## src/adc_ctl_pkg.sv

```systemverilog
package adc_ctl_pkg;
   // ***************************************************
   // register byte offsets
   // ***************************************************
   localparam logic [7:0] A_SIM0 = 8'h00;   // single mode cfg 0
   localparam logic [7:0] A_SIM1 = 8'h04;   // single_mode_cfg1
   localparam logic [7:0] A_SCM0 = 8'h08;   // scan mode cfg 0
   localparam logic [7:0] A_SCM1 = 8'h0C;   // scan_mode_cfg1
   localparam logic [7:0] A_STOP = 8'h10;   // stop control
   localparam logic [7:0] A_STAT = 8'h14;   // live status
   localparam logic [7:0] A_DATA = 8'h40;   // 8 result words
   localparam logic [7:0] A_DEND = 8'h5C;   // last result word
   // ***************************************************
   // field positions
   // ***************************************************
   localparam int B_START = 0;     // cfg0: start
   localparam int B_DONE = 5;      // cfg0: completed flag
   localparam int B_CH_LSB = 8;    // cfg0: channel / last scan channel
   localparam int CH_W = 3;
   localparam int B_SHSEL = 0;     // cfg1: sample-and-hold method
   localparam int B_SPD = 1;       // cfg1: fast sample-and-hold speed
   localparam int B_STOPB = 0;     // conv_stop_bit
   localparam int B_VOID = 8;      // status: cfg touched while busy
   localparam int RES_W = 10;
   localparam int NCH = 8;
   // ***************************************************
   // reset values and timing counts (peripheral clocks)
   // ***************************************************
   localparam logic [31:0] CFG_RST = 32'h0000_0000;
   localparam int DONE_VALID_CYC = 2;
   localparam logic [7:0] SAMP_SLOW_CYC = 8'h08;
   localparam logic [7:0] SAMP_FAST_CYC = 8'h04;
   localparam logic [7:0] BIT_SLOW_CYC = 8'h04;
   localparam logic [7:0] BIT_FAST_CYC = 8'h02;
   // ***************************************************
   // sequencer states
   // ***************************************************
   typedef enum logic [2:0] {
      ST_IDLE = 3'b001,
      ST_SAMPLE = 3'b010,
      ST_CONV = 3'b100
   } seq_t;
endpackage

```

## src/adc_ctl.sv

```systemverilog
`timescale 1ns/1ps
`default_nettype none
// Summary of operation
// - writing one to the stop bit during a scan halts at once and each result word keeps its last stored value.
// - the completed flag is bit 5 of both cfg0 registers and is valid two clocks after a start.
// - sample-and-hold is used for both modes when either method select bit asks for it.
// - with sample-and-hold, fast speed is used for both modes when either speed bit asks for it.
module adc_ctl
   import adc_ctl_pkg::*;
(
   input wire logic hclk,
   input wire logic hresetn,
   input wire logic hsel,
   input wire logic [31:0] haddr,
   input wire logic [1:0] htrans,
   input wire logic hwrite,
   input wire logic [2:0] hsize,
   input wire logic [31:0] hwdata,
   input wire logic hready,
   output logic [31:0] hrdata,
   output logic hreadyout,
   output logic hresp,
   input wire logic cmp_hi,
   output logic sample_en,
   output logic sh_en,
   output logic fast_en,
   output logic [RES_W-1:0] dac_code,
   output logic [CH_W-1:0] chan_sel
);
   // ***************************************************
   // bus slave
   // ***************************************************
   logic wr_pend_ff, nxt_wr_pend;
   logic [7:0] waddr_ff, nxt_waddr;
   logic [31:0] rdata_ff, nxt_rdata;
   logic [31:0] rd_mux;
   logic addr_ok;

   // core state
   seq_t st_ff, nxt_st;
   logic [7:0] cnt_ff, nxt_cnt;
   logic [3:0] bit_ff, nxt_bit;
   logic [RES_W-1:0] sar_ff, nxt_sar;
   logic [RES_W-1:0] dac_ff, nxt_dac;
   logic [CH_W-1:0] ch_ff, nxt_ch;
   logic [CH_W-1:0] sch_ff, nxt_sch, ech_ff, nxt_ech;
   logic scan_ff, nxt_scan;
   logic sdone_ff, nxt_sdone, cdone_ff, nxt_cdone;
   logic void_ff, nxt_void;
   logic ssh_ff, nxt_ssh, sspd_ff, nxt_sspd;
   logic csh_ff, nxt_csh, cspd_ff, nxt_cspd;
   logic samp_ff, nxt_samp, shen_ff, nxt_shen, fast_ff, nxt_fast;
   logic [NCH-1:0][RES_W-1:0] data_ff, nxt_data;
   logic busy, eff_sh, eff_fast, start_go, stop_go;
   logic [RES_W-1:0] res_now;

   // address phase decode, registered read data
   always_comb begin
      addr_ok = hsel && htrans[1] && hready && (hsize == 3'h2) && (haddr[1:0] == 2'h0);
      rd_mux = 32'h0000_0000;
      case (haddr[7:0])
         A_SIM0: rd_mux = {21'h0, sch_ff, 2'h0, sdone_ff, 5'h0};
         A_SIM1: rd_mux = {30'h0, sspd_ff, ssh_ff};
         A_SCM0: rd_mux = {21'h0, ech_ff, 2'h0, cdone_ff, 5'h0};
         A_SCM1: rd_mux = {30'h0, cspd_ff, csh_ff};
         A_STAT: rd_mux = {23'h0, void_ff, 2'h0, ch_ff, fast_ff, shen_ff, busy};
         default: begin
            if (haddr[7:0] >= A_DATA && haddr[7:0] <= A_DEND) begin
               rd_mux = {22'h0, data_ff[haddr[4:2]]};
            end
         end
      endcase
      nxt_wr_pend = addr_ok && hwrite;
      nxt_waddr = addr_ok ? haddr[7:0] : waddr_ff;
      nxt_rdata = (addr_ok && !hwrite) ? rd_mux : 32'h0000_0000;
   end

   // bus registers; zero wait states, always OKAY
   always_ff @(posedge hclk or negedge hresetn) begin
      if (!hresetn) begin
         wr_pend_ff <= 1'b0;
         waddr_ff <= 8'h00;
         rdata_ff <= 32'h0000_0000;
         hreadyout <= 1'b0;
         hresp <= 1'b0;
      end else begin
         wr_pend_ff <= nxt_wr_pend;
         waddr_ff <= nxt_waddr;
         rdata_ff <= nxt_rdata;
         hreadyout <= 1'b1;
         hresp <= 1'b0;
      end
   end
   assign hrdata = rdata_ff;

   // ***************************************************
   // configuration and sequencer
   // ***************************************************
   assign busy = (st_ff != ST_IDLE);
   assign eff_sh = ssh_ff | csh_ff;
   assign eff_fast = eff_sh & (sspd_ff | cspd_ff);
   assign stop_go = wr_pend_ff && (waddr_ff == A_STOP) && hwdata[B_STOPB];
   assign start_go = wr_pend_ff && !busy && !stop_go && hwdata[B_START]
                     && ((waddr_ff == A_SIM0) || (waddr_ff == A_SCM0));
   assign res_now = cmp_hi ? (sar_ff | dac_ff) : sar_ff;

   // next values: cfg writes, start, stop, conversion steps
   always_comb begin
      nxt_st = st_ff;
      nxt_cnt = cnt_ff;
      nxt_bit = bit_ff;
      nxt_sar = sar_ff;
      nxt_ch = ch_ff;
      nxt_sch = sch_ff;
      nxt_ech = ech_ff;
      nxt_scan = scan_ff;
      nxt_sdone = sdone_ff;
      nxt_cdone = cdone_ff;
      nxt_void = void_ff;
      nxt_ssh = ssh_ff;
      nxt_sspd = sspd_ff;
      nxt_csh = csh_ff;
      nxt_cspd = cspd_ff;
      nxt_data = data_ff;
      // cfg writes land only while idle; stop does not count as a touch
      if (wr_pend_ff && waddr_ff != A_STOP) begin
         if (!busy) begin
            case (waddr_ff)
               A_SIM0: nxt_sch = hwdata[B_CH_LSB +: CH_W];
               A_SIM1: begin
                  nxt_ssh = hwdata[B_SHSEL];
                  nxt_sspd = hwdata[B_SPD];
               end
               A_SCM0: nxt_ech = hwdata[B_CH_LSB +: CH_W];
               A_SCM1: begin
                  nxt_csh = hwdata[B_SHSEL];
                  nxt_cspd = hwdata[B_SPD];
               end
               default: ;
            endcase
         end else if (waddr_ff <= A_SCM1 && !stop_go) begin
            nxt_void = 1'b1;
         end
      end
      if (stop_go) begin
         nxt_st = ST_IDLE;
         nxt_cnt = 8'h00;
      end else if (start_go) begin
         nxt_st = ST_SAMPLE;
         nxt_scan = (waddr_ff == A_SCM0);
         nxt_ch = (waddr_ff == A_SCM0) ? '0 : hwdata[B_CH_LSB +: CH_W];
         nxt_cnt = (eff_fast ? SAMP_FAST_CYC : SAMP_SLOW_CYC) - 8'h01;
         if (waddr_ff == A_SIM0) begin
            nxt_sdone = 1'b0;
         end else begin
            nxt_cdone = 1'b0;
         end
         nxt_void = 1'b0;
      end else begin
         case (st_ff)
            ST_IDLE: ;
            ST_SAMPLE: begin
               if (cnt_ff == 8'h00) begin
                  nxt_st = ST_CONV;
                  nxt_bit = 4'(RES_W - 1);
                  nxt_sar = '0;
                  nxt_cnt = (eff_fast ? BIT_FAST_CYC : BIT_SLOW_CYC) - 8'h01;
               end else begin
                  nxt_cnt = cnt_ff - 8'h01;
               end
            end
            ST_CONV: begin
               if (cnt_ff != 8'h00) begin
                  nxt_cnt = cnt_ff - 8'h01;
               end else if (bit_ff != 4'h0) begin
                  nxt_sar = res_now;
                  nxt_bit = bit_ff - 4'h1;
                  nxt_cnt = (eff_fast ? BIT_FAST_CYC : BIT_SLOW_CYC) - 8'h01;
               end else begin
                  // whole result moves in one edge, so a stop never leaves a partial word
                  nxt_data[ch_ff] = res_now;
                  if (scan_ff && ch_ff != ech_ff) begin
                     nxt_ch = ch_ff + 3'h1;
                     nxt_st = ST_SAMPLE;
                     nxt_cnt = (eff_fast ? SAMP_FAST_CYC : SAMP_SLOW_CYC) - 8'h01;
                  end else begin
                     nxt_st = ST_IDLE;
                     nxt_sdone = sdone_ff | !scan_ff;
                     nxt_cdone = cdone_ff | scan_ff;
                  end
               end
            end
            default: nxt_st = ST_IDLE;
         endcase
      end
      nxt_dac = (nxt_st == ST_CONV) ? (nxt_sar | (RES_W'(1) << nxt_bit)) : '0;
      // without hold the input is tracked through the whole conversion
      nxt_samp = (nxt_st == ST_SAMPLE) || (nxt_st == ST_CONV && !eff_sh);
      nxt_shen = eff_sh;
      nxt_fast = eff_fast;
   end

   // core registers
   always_ff @(posedge hclk or negedge hresetn) begin
      if (!hresetn) begin
         st_ff <= ST_IDLE;
         cnt_ff <= 8'h00;
         bit_ff <= 4'h0;
         sar_ff <= '0;
         dac_ff <= '0;
         ch_ff <= '0;
         sch_ff <= '0;
         ech_ff <= '0;
         scan_ff <= 1'b0;
         sdone_ff <= 1'b0;
         cdone_ff <= 1'b0;
         void_ff <= 1'b0;
         ssh_ff <= CFG_RST[B_SHSEL];
         sspd_ff <= CFG_RST[B_SPD];
         csh_ff <= CFG_RST[B_SHSEL];
         cspd_ff <= CFG_RST[B_SPD];
         samp_ff <= 1'b0;
         shen_ff <= 1'b0;
         fast_ff <= 1'b0;
         data_ff <= '0;
      end else begin
         st_ff <= nxt_st;
         cnt_ff <= nxt_cnt;
         bit_ff <= nxt_bit;
         sar_ff <= nxt_sar;
         dac_ff <= nxt_dac;
         ch_ff <= nxt_ch;
         sch_ff <= nxt_sch;
         ech_ff <= nxt_ech;
         scan_ff <= nxt_scan;
         sdone_ff <= nxt_sdone;
         cdone_ff <= nxt_cdone;
         void_ff <= nxt_void;
         ssh_ff <= nxt_ssh;
         sspd_ff <= nxt_sspd;
         csh_ff <= nxt_csh;
         cspd_ff <= nxt_cspd;
         samp_ff <= nxt_samp;
         shen_ff <= nxt_shen;
         fast_ff <= nxt_fast;
         data_ff <= nxt_data;
      end
   end
   assign sample_en = samp_ff;
   assign sh_en = shen_ff;
   assign fast_en = fast_ff;
   assign dac_code = dac_ff;
   assign chan_sel = ch_ff;
endmodule
`default_nettype wire

```

## config.mk

```make
export PLATFORM = sky130hd
export DESIGN_NAME = adc_ctl
export DESIGN_NICKNAME = d
export VERILOG_FILES = /design/src/adc_ctl_pkg.sv /design/src/adc_ctl.sv
export SDC_FILE = /design/constraint.sdc
export NUM_CORES = 1
export LEC_CHECK = 0
export BUFFER_PORTS_ARGS = -buffer_cell sky130_fd_sc_hd__clkbuf_2
export CORE_ASPECT_RATIO = 1.25
export CORE_UTILIZATION = 25
export CTS_CLUSTER_DIAMETER = 50
export DETAILED_ROUTE_END_ITERATION = 12
export GPL_ROUTABILITY_DRIVEN = 1
export HOLD_SLACK_MARGIN = 0.08
export PLACE_DENSITY = 0.48
export SYNTH_ARGS = -nofsm -noshare
export SYNTH_HDL_FRONTEND = slang
export SYNTH_SLANG_ARGS = --single-unit
```

## constraint.sdc

```tcl
create_clock -name hclk -period 2.6 [get_ports hclk]
set_clock_uncertainty 0.2 [all_clocks]
set_input_delay 0.26 -clock hclk [delete_from_list [all_inputs] [get_ports hclk]]
set_output_delay 0.26 -clock hclk [all_outputs]
set_load 0.03 [all_outputs]
```

# Word level (Yosys, flattened, before mapping)
# Cells that the tools add are included.
# totals
register_bits,177
in_bits,75
output_inout_bits,50
wordCells,183
# op_classes
addsub,5
order_cmp,6
eq_ne,23
n_shift,1
muxes,61
bitwise_logic,12
n_reduce_logical,44
# op_table
cell,count
two-way mux 10 bit,10
bitwise mux 80 bit,1
case mux 11 bit (5 select lines),1
two-way mux 8 bit,6
two-way mux 3 bit,12
equality test 8 x 4 -> 1 bit (second input constant),4
two-way mux 32 bit,1
binary-select mux 10 bit (select 3 bit),1
demux 10 bit (select 3 bit),1
zero test 8 bit,3
two-way mux 4 bit,6
bitwise OR 10 bit,2
case mux 10 bit (2 select lines),1
logical AND 1 bit,18
two-way mux 1 bit,17
equality test 8 x 3 -> 1 bit (second input constant),2
equality test 8 x 5 -> 1 bit (second input constant),2
case mux 8 bit (2 select lines),1
AND reduction 3 bit,4
AND reduction 6 bit,2
AND reduction 5 bit,2
left shift 1 x 4 -> 10 bit (first input constant),1
equality test 3 x 2 -> 1 bit (second input constant),3
case mux 3 bit (3 select lines),1
30 further kinds,50

# Longest topological paths before layout
# Gate-level depths: netlist of the first run.
# depth
ltp_word,12
mapped_depth,10
ltp_nobuf,9

# Worst setup path before layout of the first run
# No wires, ideal clock.
# synth_timing
path_kind,register to register
from,register bit_ff[0]
to,register data_ff[40] (netlist name)
setup_time_ps,125
arrival_time_ps,2383
required_ps,2275
setup_slack_ps,-108
path_stages_with_launch,10
path_buffers,2
path_cell_list,dfrtp_1 > inv_1 > ha_1 > nor3b_1 > nand4_1 > or3_1 > buf_2 > nor3b_1 > buf_2 > mux2_2
# synth_via
elab_chain_cells,3
# synth_rtl
item,line,source
start: declaration,adc_ctl.sv:42,"logic [3:0] bit_ff, nxt_bit;"
start signal: assignment,adc_ctl.sv:229,bit_ff <= nxt_bit;
nonzero test 4 bit,adc_ctl.sv:175,end else if (bit_ff != 4'h0) begin
inverter 1 bit (no line),n/a,
AND reduction 5 bit (no line),n/a,
end signal: assignment,adc_ctl.sv:246,data_ff <= nxt_data;
end: declaration,adc_ctl.sv:53,"logic [NCH-1:0][RES_W-1:0] data_ff, nxt_data;"
# Every way passes these cells.
# A chain may end at the register's enable or synchronous reset.

# Worst setup path after layout of the first run
# layout_timing
from,register st_ff[0]
to,register dac_ff[1] (netlist: dac_code[1])
# layout_via
elab_chain_cells,11
# layout_rtl
item,line,source
start: declaration,adc_ctl.sv:40,"seq_t st_ff, nxt_st;"
start signal: assignment,adc_ctl.sv:227,st_ff <= nxt_st;
!= test 3 x 1 -> 1 bit,adc_ctl.sv:99,assign busy = (st_ff != ST_IDLE);
zero test 1 bit,n/a,
logical AND 1 bit (3 in a row),adc_ctl.sv:103,assign start_go = wr_pend_ff && !busy && !stop_go && hwdata[B_START]
logical AND 1 bit,adc_ctl.sv:104,&& ((waddr_ff == A_SIM0) || (waddr_ff == A_SCM0));
two-way mux 4 bit *,adc_ctl.sv:148,end else if (start_go) begin
two-way mux 4 bit *,adc_ctl.sv:145,if (stop_go) begin
via nxt_bit[1],adc_ctl.sv:42,
left shift 1 x 4 -> 10 bit *,adc_ctl.sv:196,nxt_dac = (nxt_st == ST_CONV) ? (nxt_sar | (RES_W'(1) << nxt_bit)) : '0;
bitwise OR 10 bit *,adc_ctl.sv:196,
two-way mux 10 bit *,adc_ctl.sv:196,
via nxt_dac[1],adc_ctl.sv:44,"logic [RES_W-1:0] dac_ff, nxt_dac;"
end signal: assignment,adc_ctl.sv:231,dac_ff <= nxt_dac;
end: declaration,adc_ctl.sv:44,
# The timed path passes the listed nets; every way through them passes the cells marked *.

==> load_flow_metrics.sql, run 1 <==
INSERT INTO impl_metrics (metric_group, metric, value, unit) VALUES
('sta', 'setup_repair_after_global_routing_missed_its_margin', 'yes', ''),
('yosys', 'synth_enable_flop_cells', '0', ''),
('place', 'port_buffers', '50', ''),
('pwr', 'leakage', '0.00451', 'uW'),
('pwr', 'power_density', '542', 'nW/um^2'),
('cells_and_area', 'final_cell_mix', '155 x sky130_fd_sc_hd__dfrtp_1, 70 x sky130_fd_sc_hd__buf_4, 55 x sky130_fd_sc_hd__nand2_1', ''),
('cells_and_area', 'area_growth', '33.7', '%'),
('floorplan', 'fp.dieW', '156', 'um'),
('cells_and_area', 'utilization', '34.0', '%'),
('route', 'drt_drc_violations_left', '0', ''),
('pwr', 'post-layout-total-power', '5390', 'uW'),
('floorplan', 'design.core.area', '29300', 'um^2'),
('cells_and_area', 'fill_cells', '2945', ''),
('pwr', 'switching_power', '1310', 'uW'),
('route', 'detail_route.wl_per_cell', '17.4', 'um'),
('route', 'drt_pass1_iterations', '4', ''),
('sta', 'maxSlewHeadroom', '61.6', '%'),
('floorplan', 'core.rowCount', '70', ''),
('yosys', 'synth-async-reset-ratio', '100', '%'),
('cells_and_area', 'design.final.nets', '852', ''),
('yosys', 'synth.cell_area', '7440', 'um^2'),
('clocking', 'clkSinkCount', '156', ''),
('cells_and_area', 'multi_input_area', '3660', 'um^2'),
('sta', 'tns', '-0.0294', 'ns'),
('setup_path', 'critPathArrivalTime', '2.79', 'ns'),
('route', 'dr.first_iter.drc_count', '249', ''),
('flow_run', 'maxCapViolCount', '0', ''),
('run_status', 'run_status', 'complete, but fails checks', ''),
('sta', 'final.period_utilization', '101', '%'),
('pwr', 'cell_internal_pwr', '4090', 'uW'),
('setup_path', 'worst_ep_required_time', '2.76', 'ns'),
('place', 'hpwl_reported_at_the_end_of_detailed_placement', '14200', 'um'),
('sta', 'maxClockFrequency', '380', 'MHz'),
('run_status', 'failed_checks', 'negative setup slack', ''),
('yosys', 'synth-xor-area-share', '0.471', '%'),
('yosys', 'combinational_family_with_the_most_area_after_synthesis', 'multiplexers', ''),
('yosys', 'post_synth.cell_area_avg', '11.8', 'um^2'),
('cells_and_area', 'final_common_cell', 'sky130_fd_sc_hd__dfrtp_1', ''),
('yosys', 'synth-seq-area-share', '52.5', '%'),
('clocking', 'cts_tree', 'done', ''),
('yosys', 'yosysWarnings', '0', ''),
('min_path', 'hold_class', 'primary input to flip-flop', ''),
('clocking', 'cts.reportedPaths.clkPinSlew', '0.06', 'ns'),
('clocking', 'worstSkewPairLatency', '0.42', 'ns'),
('route', 'number_of_vias_per_cell_after_detailed_routing', '4.55', ''),
('setup_path', 'timing.critical_path.from_type', 'flip-flop', ''),
('place', 'routabilityCongestion', '0.786', ''),
('yosys', 'netlist.top_cell.by_area', 'sky130_fd_sc_hd__dfrtp_1', ''),
('pwr', 'share_comb_of_total_power', '9.3', '%'),
('global_route', 'grt.total_usage', '13.9', '%'),
('sta', 'worstMarginPinSlew', '0.576', 'ns'),
('pwr', 'seqPwrFrac', '46.3', '%'),
('cells_and_area', 'insertedDiodeCount', '0', ''),
('yosys', 'netlist.area_leader.share', '52.2', '%'),
('yosys', 'netlist-cell-type-count', '68', ''),
('route', 'via_count', '5384', ''),
('sta', 'finalSetupViolCount', '1', ''),
('clocking', 'cts_inserted_buffers', '17', ''),
('sta', 'hold_viol', '0', ''),
('route', 'ant_nets', '0', ''),
('global_route', 'globalRoute.totalOverflow', '0', ''),
('cells_and_area', 'layout-drive-gt1-share', '40.7', '%'),
('floorplan', 'ios', '125', ''),
('sta', 'post-route-worst-setup-slack', '-0.0294', 'ns'),
('yosys', 'synthesis.instances', '632', ''),
('setup_path', 'cp_max_fo', '5', ''),
('yosys', 'synth_compound_area_share', '12.4', '%'),
('global_route', 'via_count_of_the_first_global_routing_pass', '5559', ''),
('yosys', 'synth-seq-cells', '156', ''),
('floorplan', 'floorplan.initialDensity', '25.4', '%'),
('pwr', 'clock_power_share', '44.5', '%');
-- state kept, by name, summed over array words and instances, names as in the netlist, 3 cells and up --
signal and cells:
bit_ff 4, chan_sel 3, cnt_ff 8, dac_code 10, data_ff 80, ech_ff 3, hrdata 11, sar_ff 10
sch_ff 3, st_ff 3, waddr_ff 8
-- layer usage --
layer / wire, um / GRT usage (%) / vias up
met5: 0 / 0 / -
met4: 263 / 4.25 / 0
met3: 731 / 3.17 / 16
met2: 10700 / 23.9 / 93
met1: 8780 / 17.2 / 2723
li1: - / - / 2552
-- final timing paths --
kind                       slack, ns   startpoint  depth (start not counted)          end
max in group asynchronous       1.37      hresetn                          3    bit_ff[1]
min                              0.1     hsize[2]                          4  waddr_ff[1]
min in group asynchronous       0.14      hresetn                          2  data_ff[68]
max reg2reg                    -0.03     st_ff[0]                          9  dac_code[1]
min reg2reg                     0.27  data_ff[78]                          2  data_ff[78]
max                            -0.03     st_ff[0]                          9  dac_code[1]
-- stage by stage --
step / cells / hold WS (ns) / area (um^2)
after global routing: 1182 / 0.113 / 9950
after floorplan: 653 / -0.236 / 7530
after global placement: 1128 / 0.0515 / 8690
after CTS: 1174 / 0.0913 / 9640
after detailed placement: 1128 / 0.0489 / 8690
final: 1182 / 0.0963 / 9950
-- kinds of logic (layout without fill, tap and decap cells) --
logic type	Yosys count	count (layout)
AO/OA/AOI/OAI	143	143
XOR/XNOR	4	4
adder cells (fa/ha/maj)	3	3
buffers and inverters	67	200
flip-flops	156	156
multiplexers	94	94
other	2	23
AND/OR/NAND/NOR	163	163
-- critical path: stages (launching register included) --
cell and delay, ns:
sky130_fd_sc_hd__dfstp_2 0.53, sky130_fd_sc_hd__or4b_4 0.47, sky130_fd_sc_hd__a211oi_2 0.22, sky130_fd_sc_hd__buf_4 0.17
sky130_fd_sc_hd__nand2b_4 0.12, sky130_fd_sc_hd__o311a_4 0.23, sky130_fd_sc_hd__inv_6 0.05, sky130_fd_sc_hd__nor4_4 0.30
sky130_fd_sc_hd__buf_4 0.17, sky130_fd_sc_hd__o21ba_4 0.11
-- repair_timing --
item | CTS | global route
pin swaps | 9 | 23
setup buffers | 5 | 7
hold endpoints to repair | 172 | 0
hold buffers | 10 | 0
cloned | 0 | 3
setup endpoints to repair | 56 | 87
resized for setup | 56 | 51
-- power groups by stage --
stage / registers [uW] / clock network (uW) / logic (uW)
floorplan: 2550 / 0 / 244
global placement: 2540 / 0 / 438
detailed placement: 2540 / 0 / 439
CTS: 2500 / 2460 / 475
global route: 2500 / 2560 / 549
finish: 2500 / 2400 / 499
-- cell type report --
class	instances	area share, %
timing repair buffer	156	12.7
inverter	13	0.541
tap	396	4.98
sequential	156	39.3
multi-input combinational	430	36.8
clock inverter	9	0.881
clock buffer	22	4.87
-- Yosys cell counts (5+ instances only) --
cell / instances
sky130_fd_sc_hd__dfrtp_1: 155
sky130_fd_sc_hd__mux2_2: 60
sky130_fd_sc_hd__nand2_1: 58
sky130_fd_sc_hd__o21ai_0: 53
sky130_fd_sc_hd__a21oi_1: 26
sky130_fd_sc_hd__nor2_1: 25
sky130_fd_sc_hd__buf_4: 22
sky130_fd_sc_hd__mux4_2: 20
sky130_fd_sc_hd__clkbuf_1: 14
sky130_fd_sc_hd__mux2i_1: 14
sky130_fd_sc_hd__buf_2: 12
sky130_fd_sc_hd__a21o_1: 11
sky130_fd_sc_hd__inv_1: 11
sky130_fd_sc_hd__o22ai_1: 8
sky130_fd_sc_hd__a32o_1: 7
sky130_fd_sc_hd__nand2b_1: 7
sky130_fd_sc_hd__nor2b_1: 7
sky130_fd_sc_hd__nor4_1: 7
sky130_fd_sc_hd__buf_1: 6
sky130_fd_sc_hd__nor3_1: 6
sky130_fd_sc_hd__or3_1: 6
sky130_fd_sc_hd__nand3_1: 5
sky130_fd_sc_hd__nand4_1: 5
sky130_fd_sc_hd__o21ba_2: 5
(Power assumes the default switching activity.)
==> run 2, diff against run 1 <==
Settings changed: RECOVER_POWER set to 100.
==> load_flow_metrics.sql, run 2 (synthesized netlist as in run 1, its figures left out) <==
INSERT INTO impl_metrics (metric_group, metric, value, unit) VALUES
('cells_and_area', 'area_growth', '32.6', '%'),
('floorplan', 'design.core.area', '29300', 'um^2'),
('setup_path', 'cp_max_fo', '8', ''),
('min_path', 'hold_class', 'primary input to flip-flop', ''),
('pwr', 'post-layout-total-power', '5390', 'uW'),
('global_route', 'grt_antenna_before_repair', '0', ''),
('route', 'drt_drc_violations_left', '0', ''),
('global_route', 'globalRoute.totalOverflow', '0', ''),
('setup_path', 'worst_ep_required_time', '2.76', 'ns'),
('run_status', 'run_status', 'complete, but fails checks', ''),
('floorplan', 'die_area', '30400', 'um^2'),
('setup_path', 'cp_cell_sequence', 'or4b_4 > buf_4 > nor3_4 > or3_4 > o21ai_2 > clkbuf_2 > nor4_4 > buf_4 > o21ba_4', ''),
('cells_and_area', 'fill_cells', '2970', ''),
('pwr', 'leakage', '0.00439', 'uW'),
('clocking', 'cts.reportedPaths.clkPinSlew', '0.06', 'ns'),
('setup_path', 'worst-r2r-setup-slack', '-0.03', 'ns'),
('setup_path', 'cp-end-kind', 'flip-flop', ''),
('setup_path', 'reg2regPathDepth', '9', ''),
('sta', 'setup_repair_after_global_routing_missed_its_margin', 'yes', ''),
('sta', 'maxClockFrequency', '380', 'MHz'),
('sta', 'slew_viol_final', '0', ''),
('flow_run', 'maxCapViolCount', '0', ''),
('sta', 'min_period', '2.63', 'ns'),
('place', 'port_buffers', '50', ''),
('sta', 'worstMarginPinSlew', '1.34', 'ns'),
('global_route', 'grt_start_max_net_pins', '56', ''),
('route', 'drt-total-wl', '20600', 'um'),
('setup_path', 'cp_common_cell', 'sky130_fd_sc_hd__buf_4', ''),
('clocking', 'ctsRootBufferMaster', 'sky130_fd_sc_hd__clkbuf_16', ''),
('run_status', 'failed_checks', 'negative setup slack', ''),
('cells_and_area', 'largest-register', 'data_ff', ''),
('sta', 'maxSlewHeadroom', '10.6', '%'),
('cells_and_area', 'final_cell_mix', '155 x sky130_fd_sc_hd__dfrtp_1, 68 x sky130_fd_sc_hd__buf_4, 55 x sky130_fd_sc_hd__nand2_1', ''),
('global_route', 'grt_pass1_wl', '31600', 'um'),
('cells_and_area', 'insertedDiodeCount', '0', ''),
('sta', 'post-route-worst-setup-slack', '-0.0326', 'ns'),
('sta', 'tns', '-0.105', 'ns'),
('floorplan', 'die_height', '195', 'um'),
('sta', 'finalSetupViolCount', '4', ''),
('place', 'routabilityCongestion', '0.786', ''),
('clocking', 'clkSinkCount', '156', ''),
('floorplan', 'core.rowCount', '70', ''),
('floorplan', 'fp.dieW', '156', 'um'),
('cells_and_area', 'utilization', '33.7', '%'),
('setup_path', 'critical_path.endpoint', 'dac_code[8]', ''),
('clocking', 'max-clock-path-buffers', '2', ''),
('clocking', 'ctsHtreeMaxLevel', '4', ''),
('cells_and_area', 'largest_reg_flops', '80', ''),
('route', 'detail_route.wl_per_cell', '17.4', 'um'),
('cells_and_area', 'layout-drive-gt1-share', '36.4', '%'),
('floorplan', 'ios', '125', ''),
('pwr', 'vdd_drop_max', '0.000397', 'V'),
('setup_path', 'slowest_stage', 'sky130_fd_sc_hd__or4b_4', ''),
('sta', 'hold_viol', '0', ''),
('setup_path', 'cp-startpoint', 'waddr_ff[2]', ''),
('route', 'number_of_vias_per_cell_after_detailed_routing', '4.56', ''),
('route', 'ant_nets', '0', ''),
('sta', 'final.period_utilization', '101', '%'),
('setup_path', 'timing.critical_path.slowest_cell_delay', '0.57', 'ns'),
('cells_and_area', 'design.final.nets', '852', ''),
('floorplan', 'floorplan.initialDensity', '25.4', '%'),
('route', 'via_count', '5389', ''),
('global_route', 'grt.total_usage', '13.9', '%'),
('place', 'hpwl_reported_at_the_end_of_detailed_placement', '14200', 'um'),
('route', 'drt_pass1_iterations', '4', ''),
('clocking', 'cts_tree', 'done', ''),
('route', 'dr.first_iter.drc_count', '260', ''),
('pwr', 'power_density', '546', 'nW/um^2'),
('clocking', 'worstSkewPairLatency', '0.42', 'ns'),
('cells_and_area', 'final_common_cell', 'sky130_fd_sc_hd__dfrtp_1', ''),
('setup_path', 'criticalPathCategory', 'flip-flop to flip-flop', ''),
('clocking', 'cts_inserted_buffers', '17', ''),
('global_route', 'via_count_of_the_first_global_routing_pass', '5559', ''),
('setup_path', 'critPathArrivalTime', '2.79', 'ns'),
('cells_and_area', 'multi_input_area', '3650', 'um^2'),
('setup_path', 'reg_to_reg_startpoint', 'waddr_ff[2]', ''),
('cells_and_area', 'area.sequential', '3910', 'um^2'),
('setup_path', 'timing.critical_path.from_type', 'flip-flop', ''),
('setup_path', 'r2r_end', 'dac_code[8]', ''),
('place', 'dp_worst_setup_slack', '-0.222', 'ns');
[run 2: changes by cell type in the layout (fill, tap and decap cells not counted), sizes merged]
cell    change
buf         -5
clkbuf      +5
[run 2: per-layer routing]
layer / vias to the layer above / global-route usage, % / routed length, um
met5: - / 0 / 0
met4: 0 / 4.25 / 259
met3: 15 / 3.17 / 707
met2: 93 / 23.9 / 10800
met1: 2731 / 17.2 / 8880
li1: 2550 / - / -
[run 2: what timing repair did]
item / in CTS / in global routing
hold endpoints to repair: 172 / 0
endpoints found under the setup margin: 56 / 87
hold buffers: 10 / 0
gates cloned: 0 / 3
resized for setup: 56 / 51
setup buffers: 5 / 7
pin swaps: 9 / 23
[run 2: where the power goes]
group / total, uW / switching, uW / internal [uW]
Clock: 2400 / 985 / 1410
Sequential: 2500 / 30.7 / 2470
Combinational: 493 / 291 / 202
[run 2: how the worst min path moves through the flow]
| stage | startpoint | endpoint | slack [ns] | cells past startpoint |
|---|---|---|---|---|
| final | hsize[2] | hrdata[3] | 0.24 | 5 |
| after global routing | hsize[2] | hrdata[3] | 0.25 | 5 |
| after CTS | hsize[2] | waddr_ff[1] | 0.09 | 4 |
| after detailed placement | hresetn | data_ff[68] | 0.05 | 1 |
| after global placement | hresetn | data_ff[68] | 0.05 | 1 |
| after floorplan | hresetn | bit_ff[0] | -0.24 | 0 |
[run 2: metrics by stage]
stage                     std cells  hold slack [ns]  cell area [um^2]
after floorplan                 653           -0.236              7530
after global placement         1128           0.0515              8690
after detailed placement       1128           0.0489              8690
after CTS                      1174           0.0913              9640
after global routing           1182            0.253              9860
final                          1182            0.237              9860
[run 2: worst max-delay path: cells and delay by family, from the launching register on]
family                 cells  cell delay, ns
AND/OR/NAND/NOR            4            1.27
buffers and inverters      3            0.55
flip-flops                 1            0.38
AO/OA/AOI/OAI              2            0.17
[run 2: area by class of cell]
| class | count | share of cell area, % |
|---|---|---|
| Sequential cell | 156 | 39.6 |
| Tap cell | 396 | 5.02 |
| Timing Repair Buffer | 156 | 12.1 |
| Multi-Input combinational cell | 430 | 37.0 |
| Clock buffer | 22 | 4.91 |
| Inverter | 13 | 0.546 |
| Clock inverter | 9 | 0.888 |
==> run 3, diff against run 2 <==
Settings changed: GPL_TIMING_DRIVEN set to 0.
==> load_flow_metrics.sql, run 3 (synthesized netlist as in run 1, its figures left out) <==
INSERT INTO impl_metrics (metric_group, metric, value, unit) VALUES
('cells_and_area', 'insertedDiodeCount', '0', ''),
('setup_path', 'timing.critical_path.slowest_cell_delay', '0.56', 'ns'),
('cells_and_area', 'final_common_cell', 'sky130_fd_sc_hd__dfrtp_1', ''),
('sta', 'finalSetupViolCount', '34', ''),
('setup_path', 'worst_ep_required_time', '2.70', 'ns'),
('setup_path', 'criticalPathCategory', 'flip-flop to flip-flop', ''),
('setup_path', 'critical_path_buf_inv_count', '4', ''),
('setup_path', 'cp-end-kind', 'flip-flop', ''),
('sta', 'worstMarginPinSlew', '1.53', 'ns'),
('sta', 'setup_repair_after_global_routing_missed_its_margin', 'yes', ''),
('floorplan', 'ios', '125', ''),
('place', 'dp_worst_setup_slack', '-0.651', 'ns'),
('min_path', 'hold_class', 'primary input to flip-flop', ''),
('cells_and_area', 'design.final.nets', '858', ''),
('route', 'via_count', '5548', ''),
('pwr', 'power_density', '559', 'nW/um^2'),
('global_route', 'grt_start_max_net_pins', '99', ''),
('floorplan', 'core.rowCount', '70', ''),
('sta', 'maxClockFrequency', '375', 'MHz'),
('setup_path', 'timing.critical_path.from_type', 'flip-flop', ''),
('cells_and_area', 'largest-register', 'data_ff', ''),
('route', 'ant_nets', '0', ''),
('pwr', 'vdd_drop_max', '0.000388', 'V'),
('run_status', 'failed_checks', 'max-capacitance violations, max-slew violations, negative setup slack', ''),
('run_status', 'run_status', 'complete, but fails checks', ''),
('floorplan', 'die_area', '30400', 'um^2'),
('setup_path', 'cp_common_cell', 'sky130_fd_sc_hd__buf_6', ''),
('global_route', 'via_count_of_the_first_global_routing_pass', '5621', ''),
('clocking', 'cts_inserted_buffers', '17', ''),
('setup_path', 'slowest_stage', 'sky130_fd_sc_hd__dfstp_2', ''),
('route', 'detail_route.wl_per_cell', '18.4', 'um'),
('clocking', 'cts.reportedPaths.clkPinSlew', '0.06', 'ns'),
('route', 'drt-total-wl', '21800', 'um'),
('clocking', 'cts_tree', 'done', ''),
('sta', 'hold_viol', '0', ''),
('setup_path', 'cp-startpoint', 'st_ff[0]', ''),
('cells_and_area', 'layout-drive-gt1-share', '34.8', '%'),
('clocking', 'worstSkewPairLatency', '0.42', 'ns'),
('route', 'number_of_vias_per_cell_after_detailed_routing', '4.67', ''),
('setup_path', 'cp_cell_sequence', 'or4b_4 > a211oi_4 > buf_4 > or3_1 > buf_6 > buf_6 > nor2_4 > clkbuf_16 > mux2_4', ''),
('floorplan', 'fp.dieW', '156', 'um'),
('floorplan', 'die_height', '195', 'um'),
('cells_and_area', 'area.sequential', '3910', 'um^2'),
('setup_path', 'reg_to_reg_startpoint', 'st_ff[0]', ''),
('global_route', 'globalRoute.totalOverflow', '0', ''),
('place', 'port_buffers', '47', ''),
('min_path', 'worstHoldStart', 'htrans[1]', ''),
('cells_and_area', 'fill_cells', '2969', ''),
('pwr', 'leakage', '0.00440', 'uW'),
('clocking', 'max-clock-path-buffers', '2', ''),
('place', 'routabilityCongestion', '0.784', ''),
('floorplan', 'design.core.area', '29300', 'um^2'),
('sta', 'slew_viol_final', '59', ''),
('place', 'hpwl_reported_at_the_end_of_detailed_placement', '14100', 'um'),
('cells_and_area', 'final_cell_mix', '155 x sky130_fd_sc_hd__dfrtp_1, 64 x sky130_fd_sc_hd__buf_4, 55 x sky130_fd_sc_hd__nand2_1', ''),
('clocking', 'clkSinkCount', '156', ''),
('global_route', 'grt.total_usage', '14.6', '%'),
('sta', 'post-route-worst-setup-slack', '-0.0649', 'ns'),
('route', 'drt_pass1_iterations', '4', ''),
('floorplan', 'floorplan.initialDensity', '25.4', '%'),
('route', 'dr.first_iter.drc_count', '260', ''),
('setup_path', 'cp_max_fo', '5', ''),
('global_route', 'grt_antenna_before_repair', '0', ''),
('route', 'drt_drc_violations_left', '0', ''),
('clocking', 'ctsRootBufferMaster', 'sky130_fd_sc_hd__clkbuf_16', ''),
('sta', 'final.period_utilization', '102', '%'),
('clocking', 'ctsHtreeMaxLevel', '4', ''),
('setup_path', 'crit_family', 'simple AND/OR/NAND/NOR gates', ''),
('sta', 'min_period', '2.66', 'ns'),
('cells_and_area', 'multi_input_area', '3730', 'um^2'),
('cells_and_area', 'area_growth', '33.5', '%'),
('cells_and_area', 'utilization', '34.0', '%'),
('cells_and_area', 'largest_reg_flops', '80', ''),
('global_route', 'grt_pass1_wl', '33200', 'um'),
('sta', 'maxSlewHeadroom', '-1.75', '%'),
('sta', 'tns', '-1.37', 'ns'),
('setup_path', 'critPathArrivalTime', '2.77', 'ns'),
('flow_run', 'maxCapViolCount', '1', '');
## run 3: cell count changes in the layout (fill, tap and decap cells not counted), sizes merged
cell         delta
dlygate4sd3     +4
clkbuf          +4
buf             -2
clkinvlp        -1
bufinv          +2
## run 3: repair_timing
item / 4_1_cts / 5_1_grt
gates cloned: 2 / 3
pin swaps: 14 / 24
buffers inserted: 23 / 21
resized for setup: 111 / 58
endpoints found under the setup margin: 121 / 103
hold endpoints to repair: 79 / 0
hold buffers: 14 / 0
## run 3: path summary, 6_finish.rpt
check	end	slack (ns)	cells after the start
max in group asynchronous	bit_ff[1]	0.40	3
min in group asynchronous	data_ff[75]	0.56	2
setup / recovery	data_ff[64]	-0.06	9
setup reg to reg	data_ff[64]	-0.06	9
hold / removal	waddr_ff[4]	0.12	3
hold reg to reg	data_ff[55]	0.28	2
## run 3: layout make-up
cell class / count / area share (%)
Sequential cell: 156 / 39.3
Multi-Input combinational cell: 430 / 37.6
Timing Repair Buffer: 110 / 7.89
Tap cell: 396 / 4.99
Clock buffer: 22 / 4.57
Buffer: 52 / 3.63
Clock inverter: 10 / 1.41
Inverter: 13 / 0.617
## run 3: power breakdown
part	leakage, uW	switching (uW)	total [uW]	internal, uW
Combinational	0.00202	292	504	213
Sequential	0.00210	40.0	2510	2470
Clock	0.000281	1010	2550	1540
## run 3: worst min-delay path, cell delays in order
cell,delay [ns]
sky130_fd_sc_hd__clkbuf_2,0.08
sky130_fd_sc_hd__nor4b_4,0.15
sky130_fd_sc_hd__mux2_2,0.22
## run 3: metrics by stage
step / hold WS [ns] / area (um^2) / total power, uW / std cells
5_1_grt: 0.125 / 9930 / 5770 / 1189
4_1_cts: 0.111 / 9670 / 5580 / 1167
2_1_floorplan: -0.236 / 7530 / 2790 / 653
3_5_place_dp: 0.0774 / 8300 / 2930 / 1097
6_report: 0.119 / 9930 / 5560 / 1189
3_3_place_gp: 0.257 / 8270 / 2920 / 1096
## run 3: per-layer routing
| metal | track usage [%] | wire [um] | up-vias | share of wire, % |
|---|---|---|---|---|
| met1 | 18.4 | 9410 | 2840 | 43 |
| li1 | - | - | 2566 | - |
| met3 | 2.47 | 710 | 32 | 3.3 |
| met4 | 5.99 | 585 | 0 | 2.7 |
| met2 | 24.6 | 11100 | 110 | 51 |
| met5 | 0 | 0 | - | 0 |
